### src/crs_pkg.sv
/*
 * Package of the core register set: field positions, reset values,
 * register-space offset of the flags byte and the command encodings.
 * Assumes a single clock domain shared with the instruction sequencer.
 */
package crs_pkg;

    // Data path widths
    localparam int CRS_DW = 8;
    localparam int CRS_PW = 16;

    // Register-space offset of the flags byte
    localparam logic [7:0] CRS_FLAGS_ADDR = 8'hf7;

    // Flags field positions
    localparam int CRS_F_GIE = 0;
    localparam int CRS_F_ZERO = 1;
    localparam int CRS_F_CARRY = 2;
    localparam int CRS_F_SUPER = 3;
    localparam int CRS_F_BANK = 4;

    // Bits that user-level flag instructions may change
    localparam logic [7:0] CRS_F_USER_MASK = 8'h17;
    // Bits that supervisor-level flag instructions may change
    localparam logic [7:0] CRS_F_SUP_MASK = 8'h1f;

    // Reset values
    localparam logic [7:0] CRS_RST_FLAGS = 8'h02;
    localparam logic [7:0] CRS_RST_ACC = 8'h00;
    localparam logic [7:0] CRS_RST_IDX = 8'h00;
    localparam logic [7:0] CRS_RST_SP = 8'h00;
    localparam logic [15:0] CRS_RST_PC = 16'h0000;

    // Stack step sizes in bytes
    localparam logic [7:0] CRS_SP_STEP_BYTE = 8'h01;
    localparam logic [7:0] CRS_SP_STEP_CALL = 8'h02;
    localparam logic [7:0] CRS_SP_STEP_RETURN_FROM_INTERRUPT_INSTRUCTION = 8'h03;

    // Arithmetic and logic operations
    typedef enum logic [3:0] {
        CRS_OP_MOV = 4'h0,
        CRS_OP_ADD = 4'h1,
        CRS_OP_ADC = 4'h2,
        CRS_OP_SUB = 4'h3,
        CRS_OP_SBB = 4'h4,
        CRS_OP_AND = 4'h5,
        CRS_OP_OR = 4'h6,
        CRS_OP_XOR = 4'h7,
        CRS_OP_ASL = 4'h8,
        CRS_OP_ASR = 4'h9,
        CRS_OP_RLC = 4'ha,
        CRS_OP_RRC = 4'hb
    } crs_op_t;

    // Destination of an operation result
    typedef enum logic [1:0] {
        CRS_DST_NONE = 2'h0,
        CRS_DST_ACC = 2'h1,
        CRS_DST_IDX = 2'h2,
        CRS_DST_SP = 2'h3
    } crs_dst_t;

    // Stack pointer actions
    typedef enum logic [2:0] {
        CRS_SP_HOLD = 3'h0,
        CRS_SP_PUSH = 3'h1,
        CRS_SP_POP = 3'h2,
        CRS_SP_CALL = 3'h3,
        CRS_SP_RET = 3'h4,
        CRS_SP_RETURN_FROM_INTERRUPT_INSTRUCTION = 3'h5
    } crs_sp_act_t;

    // One execute step from the sequencer
    typedef struct packed {
        logic valid;
        crs_op_t op;
        crs_dst_t dst;
        logic set_flags;
        logic [7:0] src_a;
        logic [7:0] src_b;
    } crs_exec_t;

    // Program counter step
    typedef struct packed {
        logic load;
        logic [15:0] target;
        logic advance;
        logic [1:0] length;
    } crs_pc_cmd_t;

    // Flags result of an operation
    typedef struct packed {
        logic carry;
        logic zero;
    } crs_cz_t;

endpackage

### src/crs_alu.sv
/*
 * Eight-bit arithmetic and logic unit of the core register set.
 * Purely combinational; assumes the caller registers the result.
 */
`timescale 1ns/1ns
`default_nettype none

module crs_alu
    import crs_pkg::*;
(
    // Operation
    input wire crs_op_t op_i,
    input wire logic [7:0] a_i,
    input wire logic [7:0] b_i,
    input wire logic carry_i,
    // Result
    output logic [7:0] res_o,
    output crs_cz_t cz_o
);

    ////////////////////////////////////////////////////////////////////////
    // Nine-bit results, bit 8 is the carry out
    wire logic [8:0] sum_w = {1'b0, a_i} + {1'b0, b_i};
    wire logic [8:0] sumc_w = {1'b0, a_i} + {1'b0, b_i} + {8'h00, carry_i};
    wire logic [8:0] dif_w = {1'b0, a_i} - {1'b0, b_i};
    wire logic [8:0] difc_w = {1'b0, a_i} - {1'b0, b_i} - {8'h00, carry_i};
    logic [8:0] wide;

    // Operation select
    always_comb begin
        wide = {1'b0, b_i};
        case (op_i)
            CRS_OP_ADD: wide = sum_w;
            CRS_OP_ADC: wide = sumc_w;
            CRS_OP_SUB: wide = dif_w;
            CRS_OP_SBB: wide = difc_w;
            CRS_OP_AND: wide = {1'b0, a_i & b_i};
            CRS_OP_OR: wide = {1'b0, a_i | b_i};
            CRS_OP_XOR: wide = {1'b0, a_i ^ b_i};
            CRS_OP_ASL: wide = {a_i, 1'b0};
            CRS_OP_ASR: wide = {a_i[0], a_i[7], a_i[7:1]};
            CRS_OP_RLC: wide = {a_i, carry_i};
            CRS_OP_RRC: wide = {a_i[0], carry_i, a_i[7:1]};
            default: wide = {1'b0, b_i};
        endcase
    end

    // Result and condition bits
    assign res_o = wide[7:0];
    assign cz_o.carry = wide[8];
    assign cz_o.zero = (wide[7:0] == 8'h00);

endmodule

`default_nettype wire

### src/crs_pc.sv
/*
 * Sixteen-bit program counter of the core register set.
 * Assumes one load or advance command per cycle from the sequencer.
 */
`timescale 1ns/1ns
`default_nettype none

module crs_pc
    import crs_pkg::*;
(
    // Clock and reset
    input wire logic clk_sys_i,
    input wire logic rst_n_i,
    // Command
    input wire crs_pc_cmd_t cmd_i,
    // Count
    output logic [15:0] pc_o
);

    ////////////////////////////////////////////////////////////////////////
    logic [15:0] pc_q;
    logic [15:0] pc_d;

    assign pc_d = cmd_i.load ? cmd_i.target :
                  cmd_i.advance ? pc_q + {14'h0000, cmd_i.length} : pc_q;

    // Counter register
    always_ff @(posedge clk_sys_i) begin
        if (!rst_n_i) begin
            pc_q <= CRS_RST_PC;
        end else begin
            pc_q <= pc_d;
        end
    end

    assign pc_o = pc_q;

endmodule

`default_nettype wire

### src/crs_core_regs.sv
/*
 * Architectural register set of an 8-bit Harvard core: accumulator,
 * index, stack pointer, program counter and flags, with the flags byte
 * readable in register space. Assumes a sequencer on the same clock
 * that issues execute, stack, program counter and flag commands.
 */
`timescale 1ns/1ns
`default_nettype none

// Summary of operation
// - Five core registers updated by instructions, not ordinary register-space locations.
// - Eight-bit Harvard core; program and data address spaces stay separate.
// - Sixteen-bit program counter reaches all sixty-four kilobytes of program memory.
// - Program counter shows as high byte 15:8 and low byte 7:0.
// - Accumulator takes result of logic or arithmetic using source addressing.
// - Index register supplies the offset for indexed addressing.
// - Stack pointer holds data-memory address of the top of stack.
// - Push, pop, calls, returns change stack pointer; swap and add may too.
// - Flags: interrupt enable bit 0, zero 1, carry 2, supervisor 3.
// - Supervisor bit cannot be changed by user code.
// - Supervisor bit reads 0 in user code, 1 in supervisor code.
// - Arithmetic, logic and shift instructions update flags per instruction.
// - Carry is 1 after an operation that produced carry, else 0.
// - Zero is 1 after a zero result, else 0.
// - Interrupt enable bit 0 blocks all interrupts, 1 permits them.
// - Flags bit 4 is user-writable bank select, 0 bank 0, 1 bank 1.
// - Flags register reads at register-space address f7.

module crs_core_regs
    import crs_pkg::*;
(
    // Clock and reset
    input wire logic clk_sys_i,
    input wire logic rst_n_i,

    // Execute step
    input wire crs_exec_t exec_i,

    // Stack pointer action
    input wire crs_sp_act_t sp_act_i,

    // Program counter command
    input wire crs_pc_cmd_t pc_cmd_i,

    // Flag instructions and privilege changes
    input wire logic flag_and_i,
    input wire logic flag_or_i,
    input wire logic [7:0] flag_operand_i,
    input wire logic super_enter_i,
    input wire logic super_exit_i,

    // Register-space read
    input wire logic rd_en_i,
    input wire logic [7:0] rd_addr_i,
    output logic [7:0] rd_data_o,
    output logic rd_hit_o,

    // Register views
    output logic [7:0] acc_o,
    output logic [7:0] idx_o,
    output logic [7:0] sp_o,
    output logic [7:0] pc_high_o,
    output logic [7:0] pc_low_o,
    output logic [7:0] flags_o,

    // Core-wide controls
    output logic global_interrupt_enable_o,
    output logic register_bank_select_o,
    output logic super_o
);

    ////////////////////////////////////////////////////////////////////////
    // Register state

    // Data registers
    logic [7:0] acc_q;
    logic [7:0] acc_d;
    logic [7:0] idx_q;
    logic [7:0] idx_d;
    logic [7:0] sp_q;
    logic [7:0] sp_d;

    // Flags byte
    logic [7:0] flags_q;
    logic [7:0] flags_d;

    // Read answer
    logic [7:0] rd_data_q;
    logic [7:0] rd_data_d;
    logic rd_hit_q;
    logic rd_hit_d;

    // Program counter and its byte copies
    logic [15:0] pc_w;
    logic [7:0] pc_high_q;
    logic [7:0] pc_low_q;

    ////////////////////////////////////////////////////////////////////////
    // Helper functions

    // Merge masked bits of a new value into an old one
    function automatic logic [7:0] crs_merge(input logic [7:0] old_v, input logic [7:0] new_v,
                                             input logic [7:0] mask);
        crs_merge = (old_v & ~mask) | (new_v & mask);
    endfunction

    // Stack step for an action
    function automatic logic [7:0] crs_sp_step(input crs_sp_act_t act);
        case (act)
            CRS_SP_PUSH, CRS_SP_POP: crs_sp_step = CRS_SP_STEP_BYTE;
            CRS_SP_CALL, CRS_SP_RET: crs_sp_step = CRS_SP_STEP_CALL;
            CRS_SP_RETURN_FROM_INTERRUPT_INSTRUCTION: crs_sp_step = CRS_SP_STEP_RETURN_FROM_INTERRUPT_INSTRUCTION;
            default: crs_sp_step = 8'h00;
        endcase
    endfunction

    // Execute step that writes a given destination
    function automatic logic crs_dst_hit(input crs_exec_t ex, input crs_dst_t dst);
        crs_dst_hit = ex.valid && (ex.dst == dst);
    endfunction

    ////////////////////////////////////////////////////////////////////////
    // Arithmetic unit

    logic [7:0] alu_res_w;
    crs_cz_t alu_cz_w;

    // Carry in comes from the flags byte, so carry chains span steps
    crs_alu crs_alu_i (
        .op_i(exec_i.op),
        .a_i(exec_i.src_a),
        .b_i(exec_i.src_b),
        .carry_i(flags_q[CRS_F_CARRY]),
        .res_o(alu_res_w),
        .cz_o(alu_cz_w)
    );

    ////////////////////////////////////////////////////////////////////////
    // Program counter

    // Counter lives in its own module; the bytes below are registered copies
    // separate program address
    crs_pc crs_pc_i (
        .clk_sys_i(clk_sys_i),
        .rst_n_i(rst_n_i),
        .cmd_i(pc_cmd_i),
        .pc_o(pc_w)
    );

    ////////////////////////////////////////////////////////////////////////
    // Destination decode

    // One destination per step; no destination leaves only the flags to update
    wire logic wr_acc_w = crs_dst_hit(exec_i, CRS_DST_ACC);
    wire logic wr_idx_w = crs_dst_hit(exec_i, CRS_DST_IDX);
    wire logic wr_sp_w = crs_dst_hit(exec_i, CRS_DST_SP);
    // Carry and zero follow any valid step that asks for them
    wire logic upd_cz_w = exec_i.valid && exec_i.set_flags;
    // Stack direction from the action code
    wire logic sp_up_w = (sp_act_i == CRS_SP_PUSH) || (sp_act_i == CRS_SP_CALL);
    wire logic sp_down_w = (sp_act_i == CRS_SP_POP) || (sp_act_i == CRS_SP_RET) ||
                           (sp_act_i == CRS_SP_RETURN_FROM_INTERRUPT_INSTRUCTION);
    wire logic rd_flags_w = rd_en_i && (rd_addr_i == CRS_FLAGS_ADDR);

    ////////////////////////////////////////////////////////////////////////
    // Data registers next values

    assign acc_d = wr_acc_w ? alu_res_w : acc_q;

    assign idx_d = wr_idx_w ? alu_res_w : idx_q;

    // A stack pointer load beats any stack action; the pointer wraps
    // stack pointer moves
    assign sp_d = wr_sp_w ? alu_res_w :
                  sp_up_w ? sp_q + crs_sp_step(sp_act_i) :
                  sp_down_w ? sp_q - crs_sp_step(sp_act_i) : sp_q;

    ////////////////////////////////////////////////////////////////////////
    // Flags next value

    logic [7:0] fl_and_w;
    logic [7:0] fl_or_w;
    logic [7:0] fl_mask_w;
    logic [7:0] fl_cz_w;
    logic [7:0] fl_sw_w;

    // Mask follows the privilege held before this edge
    // user cannot touch supervisor
    assign fl_mask_w = flags_q[CRS_F_SUPER] ? CRS_F_SUP_MASK : CRS_F_USER_MASK;

    // AND and OR flag instructions edit the masked flags bits
    assign fl_and_w = crs_merge(flags_q, flags_q & flag_operand_i, fl_mask_w);
    assign fl_or_w = crs_merge(flags_q, flags_q | flag_operand_i, fl_mask_w);
    assign fl_sw_w = flag_and_i ? fl_and_w : flag_or_i ? fl_or_w : flags_q;

    // Flag instruction first; an operation in the same step then owns carry and zero
    // operation updates carry and zero
    assign fl_cz_w = upd_cz_w ?
                     {fl_sw_w[7:3], alu_cz_w.carry, alu_cz_w.zero, fl_sw_w[CRS_F_GIE]} : fl_sw_w;

    // Entry beats exit and any flag instruction; bits 7:5 stay 0
    // privilege entry and exit
    assign flags_d = {3'b000, fl_cz_w[CRS_F_BANK],
                      super_enter_i ? 1'b1 : super_exit_i ? 1'b0 : fl_cz_w[CRS_F_SUPER],
                      fl_cz_w[2:0]};

    ////////////////////////////////////////////////////////////////////////
    // Register-space read port

    // Answer shows flags as they stood before this edge
    // flags at f7
    assign rd_data_d = rd_flags_w ? flags_q : 8'h00;
    assign rd_hit_d = rd_flags_w;

    ////////////////////////////////////////////////////////////////////////
    // Data registers

    always_ff @(posedge clk_sys_i) begin
        if (!rst_n_i) begin
            acc_q <= CRS_RST_ACC;
        end else begin
            acc_q <= acc_d;
        end
    end

    always_ff @(posedge clk_sys_i) begin
        if (!rst_n_i) begin
            idx_q <= CRS_RST_IDX;
        end else begin
            idx_q <= idx_d;
        end
    end

    always_ff @(posedge clk_sys_i) begin
        if (!rst_n_i) begin
            sp_q <= CRS_RST_SP;
        end else begin
            sp_q <= sp_d;
        end
    end

    always_ff @(posedge clk_sys_i) begin
        if (!rst_n_i) begin
            flags_q <= CRS_RST_FLAGS;
        end else begin
            flags_q <= flags_d;
        end
    end

    // Byte copies lag the counter one cycle but both halves move together
    // split program counter bytes
    always_ff @(posedge clk_sys_i) begin
        if (!rst_n_i) begin
            pc_high_q <= CRS_RST_PC[15:8];
            pc_low_q <= CRS_RST_PC[7:0];
        end else begin
            pc_high_q <= pc_w[15:8];
            pc_low_q <= pc_w[7:0];
        end
    end

    // Registered read answer
    always_ff @(posedge clk_sys_i) begin
        if (!rst_n_i) begin
            rd_data_q <= 8'h00;
            rd_hit_q <= 1'b0;
        end else begin
            rd_data_q <= rd_data_d;
            rd_hit_q <= rd_hit_d;
        end
    end

    ////////////////////////////////////////////////////////////////////////
    // Outputs, all from flops

    // Register views
    assign acc_o = acc_q;
    assign idx_o = idx_q;
    assign sp_o = sp_q;
    assign pc_high_o = pc_high_q;
    assign pc_low_o = pc_low_q;
    assign flags_o = flags_q;

    // Core-wide control levels
    // interrupt gate level
    assign global_interrupt_enable_o = flags_q[CRS_F_GIE];
    assign register_bank_select_o = flags_q[CRS_F_BANK];
    assign super_o = flags_q[CRS_F_SUPER];

    // Read answer
    assign rd_data_o = rd_data_q;
    assign rd_hit_o = rd_hit_q;

endmodule

`default_nettype wire

### config.mk
export PLATFORM = sky130hd
export DESIGN_NAME = crs_core_regs
export DESIGN_NICKNAME = d
export VERILOG_FILES = /design/src/crs_pkg.sv /design/src/crs_alu.sv /design/src/crs_pc.sv /design/src/crs_core_regs.sv
export SDC_FILE = /design/constraint.sdc
export NUM_CORES = 1
export LEC_CHECK = 0
export ABC_AREA = 1
export CAP_MARGIN = 10
export CORE_ASPECT_RATIO = 1.1
export CORE_MARGIN = 8
export CORE_UTILIZATION = 55
export CTS_CLUSTER_DIAMETER = 150
export DETAILED_ROUTE_END_ITERATION = 10
export DONT_BUFFER_PORTS = 1
export GPL_TIMING_DRIVEN = 0
export PLACE_DENSITY = 0.79
export SYNTH_ARGS = -nofsm -noshare
export SYNTH_HDL_FRONTEND = slang
export SYNTH_SLANG_ARGS = --single-unit
### constraint.sdc
create_clock -name clk_sys_i -period 3.45 [get_ports clk_sys_i]
set_clock_uncertainty 0.1 [all_clocks]
set_input_delay 0.345 -clock clk_sys_i [delete_from_list [all_inputs] [get_ports clk_sys_i]]
set_output_delay 0.345 -clock clk_sys_i [all_outputs]
set_load 0.05 [all_outputs]
======== After elaboration in Yosys (flattened, before gate mapping) ========
Cells that the tools add are included.
storage, ports and cells
  bits of input ports ..................... 70
  output and inout port bits .............. 60
  word-level logic and storage cells ...... 76
  register bits after elaboration ......... 70
operators by class
  equal/unequal tests ..................... 20
  $add $sub $neg .......................... 7
  bitwise logic cells ..................... 11
  mux-type cells .......................... 13
  reductions and logical operators ........ 15
operators with widths
  cell                  count
  $pmux W9 S11          1
  $mux W16              2
  $mux W8               3
  $and A5 B5 Y5         4
  $add A16 B2 Y16       1
  $eq A4 B3 Y1 const B  4
  $eq A4 B4 Y1 const B  4
  $or A5 B5 Y5          3
  $mux W5               2
  $add A8 B8 Y9         1
  $add A9 B1 Y9         1
  $sub A8 B8 Y9         1
  $sub A9 B1 Y9         1
  $add A8 B8 Y8         1
  $and A8 B8 Y8         1
  $eq A4 B2 Y1 const B  2
  $eq A8 B8 Y1 const B  1
  $logic_not A8 Y1      1
  $or A8 B8 Y8          1
  $sub A8 B8 Y8         1
  $xor A8 B8 Y8         1
  $eq A3 B2 Y1 const B  2
  $eq A3 B3 Y1 const B  2
  $pmux W2 S3           1
  other kinds (14)      24

======== Logic depth before layout (Yosys ltp) ========
Gate-level depths: netlist (run 1).
  depth in word-level cells ............... 8
  gate-level depth with buffers ........... 20
  gate-level depth less buffers ........... 20

======== By module ========
Synthesis (run 1) repeated with hierarchy kept, for this count alone.
second synthesis, totals
  cell total of the unflattened synthesis .. 902
  area total of the unflattened synthesis .. 5537.8 um^2
modules (own cells, without submodules)
  module         area each (um^2)  times used  sequential area each (um^2)  cells an instance
  crs_core_regs  2319.7            1           1021.0                       313
  crs_alu        2172.1            1           0.0                          436
  crs_pc         1046.0            1           320.3                        153

======== Worst setup path after synthesis (run 1) ========
No wires, ideal clock.
  path kind ............................... input -> register
  start ................................... input sp_act_i[1]
  end ..................................... register sp_q[6] (netlist: sp_o[6])
  data required time ...................... 3.241 ns
  slack ................................... 0.743 ns
  data arrival time ....................... 2.498 ns
  stages on the path ...................... 19
  buffers on the path ..................... 0
  cells stage by stage .................... inv_1 -> nor2_1 -> nand2_1 -> nand2_1 -> inv_1 -> ha_1 -> nor2_1 -> ha_1 -> a21oi_1 -> inv_1 -> a31oi_1 -> nor2_1 -> o21ai_0 -> nand2_1 -> xor2_1 -> o21ai_1 -> nand2_1 -> nand2_1 -> inv_1
on the way
  longest elaborated chain between the ends .. 7
  elaborated cells between the ends (all ways) .. 17
  classes of those cells .................. 2 x add/sub; 5 x eq/ne; 4 x mux; 6 x reduce/logical
ends and longest elaborated chain
  item                                  line                                        source
  start: declaration                    crs_core_regs.sv:40                         input wire crs_sp_act_t sp_act_i,
  $eq A3 B2 Y1 (tied with other cells)  crs_core_regs.sv:109, crs_core_regs.sv:160
  $reduce_or A2 Y1                      crs_core_regs.sv:109                        case (act)
  $pmux W2 S3                           crs_core_regs.sv:109
  $sub A8 B8 Y8                         crs_core_regs.sv:176                        sp_down_w ? sp_q - crs_sp_step(sp_act_i) : sp_q;
  $mux W8                               crs_core_regs.sv:176
  $mux W8                               crs_core_regs.sv:175                        sp_up_w ? sp_q + crs_sp_step(sp_act_i) :
  $mux W8                               crs_core_regs.sv:174                        assign sp_d = wr_sp_w ? alu_res_w :
  end signal: assignment                crs_core_regs.sv:238                        sp_q <= sp_d;
  end: declaration                      crs_core_regs.sv:80                         logic [7:0] sp_q;
Several ways; a longest one is shown, not always the timed one. The select of a mux whose other input is x is not followed.
A chain may end at the register's enable or synchronous reset.

======== Worst setup path after layout (run 1) ========
Same ends and word-level chain as after synthesis.

==> results of run 1 <==
-- final timing paths --
kind	start	to	slack, ns	cells after the start
worst max-delay path	sp_act_i[1]	sp_o[6]	0.76	19
worst min-delay path	super_enter_i	flags_o[3]	0.03	2
worst max register to register	sp_o[0]	sp_o[6]	1.07	11
worst min register to register	crs_pc_i.pc_o[6]	pc_low_o[6]	0.34	2
-- worst register-to-register path, delay by kind of cell (launching register included) --
family,cells,cell delay [ns]
AO/OA/AOI/OAI,3,0.47
buffers and inverters,1,0.03
AND/OR/NAND/NOR,4,0.29
XOR/XNOR,1,0.14
adder cells (fa/ha/maj),2,0.75
flip-flops,1,0.51
-- stage by stage --
stage	util, %	power, W	std cells	cell area, µm²
detailed placement	58.2	0.00169	964	5420
CTS	60.3	0.00229	981	5610
finish	60.3	0.00229	981	5610
floorplan	-	0.00153	847	5270
global route	60.3	0.00241	981	5610
global placement	58.2	0.00168	964	5420
-- per-layer routing --
metal	part of all wire, %	vias to the layer above	routed length, µm	GRT usage [%]
met4	3.3	0	523	10.1
li1	-	2715	-	-
met2	46	244	7300	39.6
met5	0	-	0	0
met1	40	2403	6370	28.9
met3	10	40	1630	5.00
-- cell type report --
class	instances	share of cell area, %
clock buffers	11	2.52
well taps	117	2.61
multi-input cells	632	59.1
clock inverters	5	0.647
repair buffers	1	0.179
flip-flops and latches	67	23.9
inverters	123	8.28
plain buffers	25	2.70
-- cell families after synthesis --
group                      count (synthesis)  share of synthesized area, %
DFF                                       67                          25.5
other                                      1                        0.0714
and+or+nand+nor                          433                          35.2
AOI/OAI and AO/OA                        131                          13.6
adders and majority gates                 42                          10.6
buffers and inverters                    148                          11.7
xor gates and xnor gates                  20                          3.33
-- state kept, by name (all words and copies together), names as in the netlist --
name,count
rd_hit_o,1
pc_low_o,8
sp_o,8
rd_data_o,5
crs_pc_i.pc_o,16
acc_o,8
flags_o,5
pc_high_o,8
idx_o,8
-- cell usage in the layout (no fill, tap or decap), drive strengths merged, types with 17 or more instances in the layout --
cell type | Yosys | layout
xor2 | 17 | 17
a21oi | 56 | 56
o21ai | 54 | 54
inv | 122 | 123
dfxtp | 67 | 67
nor2 | 86 | 86
ha | 38 | 38
nand2 | 246 | 246
nand3 | 74 | 74
clkbuf | 10 | 21
-- power by group through the flow --
stage / sequential, W / combinational [W] / clock, W
2_1_floorplan: 0.00102 / 0.000519 / 0
3_3_place_gp: 0.00103 / 0.000645 / 0
3_5_place_dp: 0.00104 / 0.000656 / 0
4_1_cts: 0.00102 / 0.000660 / 0.000614
5_1_grt: 0.00102 / 0.000750 / 0.000640
6_report: 0.00102 / 0.000670 / 0.000607
-- synth_stat cells, drive strengths merged --
cell and n:
inv 122, nand2 246, a21oi 56, dfxtp 67
conb 1, o211ai 3, fa 4, o221ai 1
ha 38, nand4 11, xor2 17, a22oi 2
o21bai 1, o22ai 5, nand3 74, nor4 3
nor2 86, o21a 1, clkbuf 10, xnor2 3
buf 15, nor3 11, nand3b 1, o21ai 54
clkinv 1, or2 1, a31oi 8
==> results.sh, run 1 <==
export IMPL_cts_root_buffer="clkbuf_8"
export IMPL_core_mm2=0.00931
export IMPL_yosys_area_top_type="dfxtp_1"
export IMPL_die_h_um=119
export IMPL_crit_path_end_kind="register"
export IMPL_place_gp_congestion=0.976
export IMPL_insertion_delay_ns=0.34
export IMPL_yosys_cell_types_count=40
export IMPL_min_path_type="in -> reg"
export IMPL_p_switching_w=0.000961
export IMPL_routed_wirelength_um=15800
export IMPL_clockBufferDepth=2
export IMPL_drt_iter0_markers=440
export IMPL_ys_seq_area_share_pct=25.5
export IMPL_drive_above_1_share_pct=7.18
export IMPL_antenna_violating_nets_post_route=0
export IMPL_viasPerCell=5.51
export IMPL_dp_hpwl_um=12800
export IMPL_rows=37
export IMPL_fmax_ghz=0.372
export IMPL_vias=5402
export IMPL_multi_input_area_mm2=0.00332
export IMPL_cp_start_kind="primary input"
export IMPL_seq_area_mm2=0.00134
export IMPL_crit_buf_inv=4
export IMPL_critPathMaxFanout=6
export IMPL_whs_ns=0.0283
export IMPL_syn_area_mm2=0.00525
export IMPL_vdd_drop_max_mv=0.185
export IMPL_io_buffers=0
export IMPL_grt_pass1_vias=4969
export IMPL_ios=130
export IMPL_die_area_mm2=0.0129
export IMPL_power_frac_comb_pct=29.2
export IMPL_htreeDepth=3
export IMPL_cts_made_buffers=9
export IMPL_clock_sinks=67
export IMPL_post_place_ws_ns=0.418
export IMPL_worstMarginPinSlew_ns=0.830
export IMPL_ctsHoldBuffers=1
export IMPL_status="finished clean"
export IMPL_start_util_pct=56.5
export IMPL_finalCritPeriodShare_pct=78.0
export IMPL_internal_power_w=0.00133
export IMPL_cp_required_ns=3.60
export IMPL_synth_seq_cells=67
export IMPL_n_fill_cell=925
export IMPL_slowest_stage="ha_1"
export IMPL_tritoncts="done"
export IMPL_seqPwrFrac_pct=44.3
export IMPL_ys_top_cells_by_area="dfxtp_1, nand2_1, ha_1"
export IMPL_area_delta_synth_final_pct=6.72
export IMPL_slew_headroom_pct=44.2
export IMPL_cpPeakStageDelay_ns=0.38
export IMPL_power_frac_clock_pct=26.5
export IMPL_hold_viol=0
export IMPL_nNetsFinal=971
export IMPL_cts_resized=0
export IMPL_critPathKind="in -> reg"
export IMPL_fp_dieW_um=109
export IMPL_cap_violations=0
export IMPL_setup_violations=0
export IMPL_arrival_ns=2.84
export IMPL_fin_tns_setup_ns=0
export IMPL_crit_family="simple AND/OR/NAND/NOR gates"
export IMPL_cpMostUsedCell="nand2_1"
export IMPL_leakage_nw=2.84
export IMPL_antenna_found_initial=0
export IMPL_grt_first_pass_wirelength_um=24800
export IMPL_drc_errors=0
export IMPL_yosysTopAreaCellShare_pct=25.5
export IMPL_yosysWarnings=0
export IMPL_swShare_pct=41.9
export IMPL_postSynthCellCount=842
export IMPL_crit_chain="inv_1, nor2_1, nand2_1, nand2_1, inv_1, ha_1, nor2_1, ha_1, a21oi_1, inv_1, a31oi_1, nor2_1, o21ai_0, nand2_1, xor2_1, o21ai_1, nand2_1, nand2_1, inv_1"
export IMPL_period_minus_slack_ns=2.69
export IMPL_grt_usage_pct=23.8
export IMPL_postCtsSetupBuffers=0
export IMPL_final_max_slew_viol_count=0
export IMPL_grt_ovfl_total=0
export IMPL_avgSynthCellArea_um2=6.24
export IMPL_powerDensity_mw_per_mm2=409
export IMPL_antenna_cells=0
export IMPL_drt_first_pass_iters=6
export IMPL_fin_ws_ns=0.759
export IMPL_grt_max_degree=13
export IMPL_routedWlPerCell_um=16.1
export IMPL_path_clk_slew_ns=0.08
export IMPL_rsz0062_at_grt="no"
(Power assumes the default switching activity.)
==> run 2: changes to the inputs <==
--- a/config.mk
+++ b/config.mk
@@ -14,7 +14,7 @@
 export DETAILED_ROUTE_END_ITERATION = 10
 export DONT_BUFFER_PORTS = 1
 export GPL_TIMING_DRIVEN = 0
-export PLACE_DENSITY = 0.79
+export PLACE_DENSITY = 0.82
 export SYNTH_ARGS = -nofsm -noshare
 export SYNTH_HDL_FRONTEND = slang
 export SYNTH_SLANG_ARGS = --single-unit
==> constraint.sdc (replaced) <==
create_clock -name clk_sys_i -period 2.2 [get_ports clk_sys_i]
set_clock_uncertainty 0.1 [all_clocks]
set_input_delay 0.22 -clock clk_sys_i [delete_from_list [all_inputs] [get_ports clk_sys_i]]
set_output_delay 0.22 -clock clk_sys_i [all_outputs]
set_load 0.05 [all_outputs]
==> run 2 against run 1 <==
  * Clock power rose by 120%
  * Final cell count rose by 3.2%
  * Clock-buffer cell count fell by 2
  * Critical path depth fell by 1
  * Die area did not move
  * The flow now finishes with violations (negative setup slack)
  * Final area rose by 12%
==> results.sh, run 2 (same netlist as run 1, synthesis figures left out) <==
export IMPL_core_mm2=0.00931
export IMPL_clock_sinks=67
export IMPL_antenna_violating_nets_post_route=0
export IMPL_antenna_found_initial=0
export IMPL_clockBufferDepth=2
export IMPL_dp_hpwl_um=12800
export IMPL_min_path_type="in -> reg"
export IMPL_seqPwrFrac_pct=38.5
export IMPL_p_switching_w=0.00155
export IMPL_powerDensity_mw_per_mm2=666
export IMPL_met2_length_um=7970
export IMPL_arrival_ns=2.45
export IMPL_internal_power_w=0.00262
export IMPL_drt_first_pass_iters=5
export IMPL_io_buffers=0
export IMPL_grt_first_pass_wirelength_um=26400
export IMPL_fmax_ghz=0.444
export IMPL_drc_errors=0
export IMPL_grt_pass1_vias=5368
export IMPL_antenna_cells=0
export IMPL_grt_max_degree=13
export IMPL_fin_ws_ns=-0.0516
export IMPL_cp_start_kind="primary input"
export IMPL_start_util_pct=56.5
export IMPL_status="finished with violations"
export IMPL_slew_headroom_pct=44.0
export IMPL_rsz0062_at_grt="yes"
export IMPL_drt_iter0_markers=565
export IMPL_routed_wirelength_um=17000
export IMPL_nNetsFinal=1003
export IMPL_worstMarginPinSlew_ns=0.833
export IMPL_critPathKind="in -> reg"
export IMPL_whs_ns=0.0172
export IMPL_largest_register_ffs=16
export IMPL_final_max_slew_viol_count=0
export IMPL_hold_viol=0
export IMPL_dp_cells=964
export IMPL_rows=37
export IMPL_vdd_drop_max_mv=0.280
export IMPL_met3_length_um=1810
export IMPL_vias=5725
export IMPL_setup_violations=2
export IMPL_grt_ovfl_total=0
export IMPL_cap_violations=0
export IMPL_grt_usage_pct=25.5
export IMPL_cts_root_buffer="clkbuf_8"
export IMPL_swShare_pct=37.2
export IMPL_period_minus_slack_ns=2.25
export IMPL_power_frac_comb_pct=29.2
export IMPL_leakage_nw=3.05
export IMPL_critPathMaxFanout=3
export IMPL_insertion_delay_ns=0.35
export IMPL_routedWlPerCell_um=16.8
export IMPL_place_gp_congestion=1.06
export IMPL_cts_made_buffers=9
export IMPL_crit_path_end_kind="register"
export IMPL_die_area_mm2=0.0129
export IMPL_path_clk_slew_ns=0.07
export IMPL_routed_top_layer="met4"
export IMPL_viasPerCell=5.66
export IMPL_tritoncts="done"
export IMPL_die_h_um=119
export IMPL_drive_above_1_share_pct=14.7
export IMPL_ios=130
export IMPL_m1WireLength_um=6540
export IMPL_cp_required_ns=2.40
export IMPL_final_instance_count_excl_fill=1012
export IMPL_mostFrequentLayoutCells="nand2_1, inv_1, nor2_1, nand3_1, dfxtp_1"
export IMPL_failed_checks="negative setup slack"
export IMPL_htreeDepth=3
export IMPL_finalCritPeriodShare_pct=102
export IMPL_area_delta_synth_final_pct=19.2
export IMPL_fp_dieW_um=109
export IMPL_final_common_cell="nand2_1"
export IMPL_power_frac_clock_pct=32.3
[run 2: timing repair]
| item | 4_1_cts | 5_1_grt |
|---|---|---|
| hold buffers | 23 | 0 |
| gates resized for setup | 22 | 44 |
| setup buffers | 1 | 9 |
| pin swaps | 9 | 12 |
| setup endpoints to repair | 6 | 15 |
| endpoints found under the hold margin | 19 | 0 |
[run 2: worst max-delay path: stages]
cell        delay [ns]
clkinvlp_4        0.10
ha_4              0.19
fa_2              0.52
ha_4              0.28
inv_1             0.04
nand2_2           0.08
nand2_2           0.07
nor2_4            0.10
nand3_4           0.11
nor2_4            0.13
nand2_1           0.06
nor2_1            0.09
nand3_1           0.08
nor2_1            0.11
nand3_2           0.09
nand2_1           0.07
nand2_1           0.05
nand2_1           0.05
[run 2: stage by stage]
stage	util (%)	cell area, µm²	setup TNS [ns]	worst slack (ns)	power (W)
global placement	58.9	5480	-4.32	-0.579	0.00266
global route	67.3	6260	-0.444	-0.135	0.00437
CTS	64.9	6040	-0.0503	-0.0503	0.00407
finish	67.3	6260	-0.0528	-0.0516	0.00417
detailed placement	58.9	5480	-4.24	-0.574	0.00268
floorplan	-	5330	-0.200	-0.107	0.00243
[run 2: final cells by class]
type	instances	area [µm²]
plain buffers	25	151
clock buffers	9	124
clock inverters	6	138
fillers	813	3040
inverters	123	475
multi-input cells	632	3570
flip-flops and latches	67	1350
well taps	117	146
repair buffers	33	305
[run 2: final timing paths]
check	cells past startpoint	to	from	slack (ns)
worst max-delay path	18	flags_o[1]	exec_i[8]	-0.05
worst min-delay path	4	flags_o[1]	flag_or_i	0.02
worst max register to register	8	sp_o[7]	sp_o[6]	0
worst min register to register	2	pc_low_o[6]	crs_pc_i.pc_o[6]	0.35
[run 2: metal layers]
metal / vias to the layer above / track usage (%)
li1: 2781 / -
met1: 2581 / 30.1
met2: 319 / 42.6
met3: 44 / 5.54
met4: 0 / 12.1
met5: - / 0
[run 2: power groups by stage]
stage / combinational (W) / clock, W / sequential, W
after global placement: 0.00104 / 0 / 0.00163
after detailed placement: 0.00105 / 0 / 0.00163
after CTS: 0.00111 / 0.00135 / 0.00161
after global routing: 0.00135 / 0.00140 / 0.00162
after floorplan: 0.000836 / 0 / 0.00160
final: 0.00122 / 0.00135 / 0.00161
==> run 3: changes to the inputs <==
--- a/config.mk
+++ b/config.mk
@@ -14,7 +14,7 @@
 export DETAILED_ROUTE_END_ITERATION = 10
 export DONT_BUFFER_PORTS = 1
 export GPL_TIMING_DRIVEN = 0
-export PLACE_DENSITY = 0.82
+export PLACE_DENSITY = 0.79
 export SYNTH_ARGS = -nofsm -noshare
 export SYNTH_HDL_FRONTEND = slang
 export SYNTH_SLANG_ARGS = --single-unit
==> constraint.sdc (replaced) <==
create_clock -name clk_sys_i -period 2.35 [get_ports clk_sys_i]
set_clock_uncertainty 0.1 [all_clocks]
set_input_delay 0.235 -clock clk_sys_i [delete_from_list [all_inputs] [get_ports clk_sys_i]]
set_output_delay 0.235 -clock clk_sys_i [all_outputs]
set_load 0.05 [all_outputs]
==> run 3 against run 2 <==
  * Utilization down 2.2 points
  * Die area unchanged
  * Worst setup slack improved by 0.067 ns
  * Combinational power decreased by 11%
  * Critical endpoint unchanged
  * Non-clock buffer count shrank 7
  * The flow now finishes without violations
  * Critical path type unchanged
==> results.sh, run 3 (same netlist as run 1, synthesis figures left out) <==
export IMPL_status="finished clean"
export IMPL_powerDensity_mw_per_mm2=592
export IMPL_ios=130
export IMPL_cpPeakStageDelay_ns=0.51
export IMPL_critPathMaxFanout=3
export IMPL_cpMostUsedCell="nand2_1"
export IMPL_routedWlPerCell_um=17.1
export IMPL_vdd_drop_max_mv=0.403
export IMPL_dp_hpwl_um=13400
export IMPL_final_max_slew_viol_count=0
export IMPL_routed_wirelength_um=17200
export IMPL_crit_chain="clkinvlp_4, ha_4, fa_2, ha_4, inv_1, nand2_1, nand2_1, nor2_1, nand3_2, nor2_2, nand2_1, nor2_1, nand3_1, nor2_1, nand3_2, nand2_1, nand2_1, nand2_1"
export IMPL_fp_dieW_um=109
export IMPL_antenna_cells=0
export IMPL_area_delta_synth_final_pct=15.2
export IMPL_grt_usage_pct=25.6
export IMPL_worstMarginPinSlew_ns=0.873
export IMPL_period_minus_slack_ns=2.33
export IMPL_tritoncts="done"
export IMPL_htreeDepth=3
export IMPL_arrival_ns=2.53
export IMPL_cap_violations=0
export IMPL_cp_start_kind="primary input"
export IMPL_viasPerCell=5.69
export IMPL_final_common_cell="nand2_1"
export IMPL_io_buffers=0
export IMPL_place_gp_congestion=0.976
export IMPL_fin_ws_ns=0.0156
export IMPL_hold_viol=0
export IMPL_fmax_ghz=0.428
export IMPL_finalCritPeriodShare_pct=99.3
export IMPL_largest_register_ffs=16
export IMPL_grt_ovfl_total=0
export IMPL_clock_sinks=67
export IMPL_vias=5727
export IMPL_grt_max_degree=13
export IMPL_min_path_type="in -> reg"
export IMPL_slowest_stage="fa_2"
export IMPL_drc_errors=0
export IMPL_post_place_ws_ns=-0.463
export IMPL_stdcell_area_mm2=0.00605
export IMPL_cp_required_ns=2.55
export IMPL_cts_root_buffer="clkbuf_8"
export IMPL_die_area_mm2=0.0129
export IMPL_critPathKind="in -> reg"
export IMPL_antenna_found_initial=0
export IMPL_drive_above_1_share_pct=13.2
export IMPL_leakage_nw=2.98
export IMPL_cts_made_buffers=9
export IMPL_slew_headroom_pct=41.3
export IMPL_path_clk_slew_ns=0.07
export IMPL_grt_first_pass_wirelength_um=26600
export IMPL_start_util_pct=56.5
export IMPL_drt_first_pass_iters=7
export IMPL_crit_path_end_kind="register"
export IMPL_insertion_delay_ns=0.36
export IMPL_die_h_um=119
export IMPL_mostFrequentLayoutCells="nand2_1, inv_1, nor2_1"
export IMPL_drt_iter0_markers=490
export IMPL_clockBufferDepth=2
export IMPL_crit_family="simple AND/OR/NAND/NOR gates"
export IMPL_grt_pass1_vias=5395
export IMPL_post_dp_cell_area_mm2=0.00545
export IMPL_antenna_violating_nets_post_route=0
export IMPL_setup_violations=0
export IMPL_rows=37
export IMPL_core_mm2=0.00931
export IMPL_crit_buf_inv=2
export IMPL_nNetsFinal=996
==> run 3: cell types whose count changed in the layout (fill, tap and decap cells not counted), sizes merged <==
| cell | change |
|---|---|
| dlygate4sd3 | -8 |
| bufinv | -3 |
| clkbuf | +2 |
| clkinv | +2 |
| buf | +1 |
==> run 3: final timing paths <==
kind | startpoint | to | slack (ns) | cells after the start
worst max-delay path | exec_i[8] | flags_o[1] | 0.02 | 18
worst min-delay path | pc_cmd_i[3] | crs_pc_i.pc_o[0] | 0.004 | 2
worst min register to register | crs_pc_i.pc_o[6] | pc_low_o[6] | 0.35 | 2
worst max register to register | flags_o[2] | flags_o[1] | 0.09 | 16
==> run 3: layout make-up <==
type	count	area (µm²)
Buffer	25	151
Clock buffer	11	141
Clock inverter	5	61.3
Fill cell	860	3250
Inverter	123	468
Multi-Input combinational cell	632	3510
Sequential cell	67	1350
Tap cell	117	146
Timing Repair Buffer	26	233
==> run 3: power by group <==
part           internal [W]  leakage [nW]  switching, W
Combinational      0.000395          2.32      0.000697
Clock              0.000525         0.104      0.000467
Sequential          0.00122         0.552      0.000285
==> run 3: per-stage QoR <==
step | total power, W | std cells | hold WS (ns) | util (%) | setup TNS (ns)
after floorplan | 0.00227 | 847 | 0.224 | - | -0.0325
after global placement | 0.00247 | 964 | 0.229 | 58.5 | -2.34
after detailed placement | 0.00250 | 964 | 0.232 | 58.5 | -3.11
after CTS | 0.00349 | 996 | 0.000701 | 62.6 | 0
after global routing | 0.00376 | 1006 | 0.00684 | 65.1 | -0.0868
final | 0.00358 | 1006 | 0.00398 | 65.1 | 0
==> run 3: timing repair <==
item / CTS / global route
endpoints found under the hold margin: 12 / 0
resized for setup: 6 / 42
pin swaps: 2 / 22
buffers inserted: 1 / 10
hold buffers: 15 / 0
setup endpoints to repair: 1 / 8
==> run 3: per-layer routing <==
layer	global-route usage (%)	vias up	wire length, µm
met5	0	-	0
met4	9.81	0	559
met3	5.43	45	1680
met2	44.0	284	8250
met1	30.1	2623	6740
li1	-	2775	-
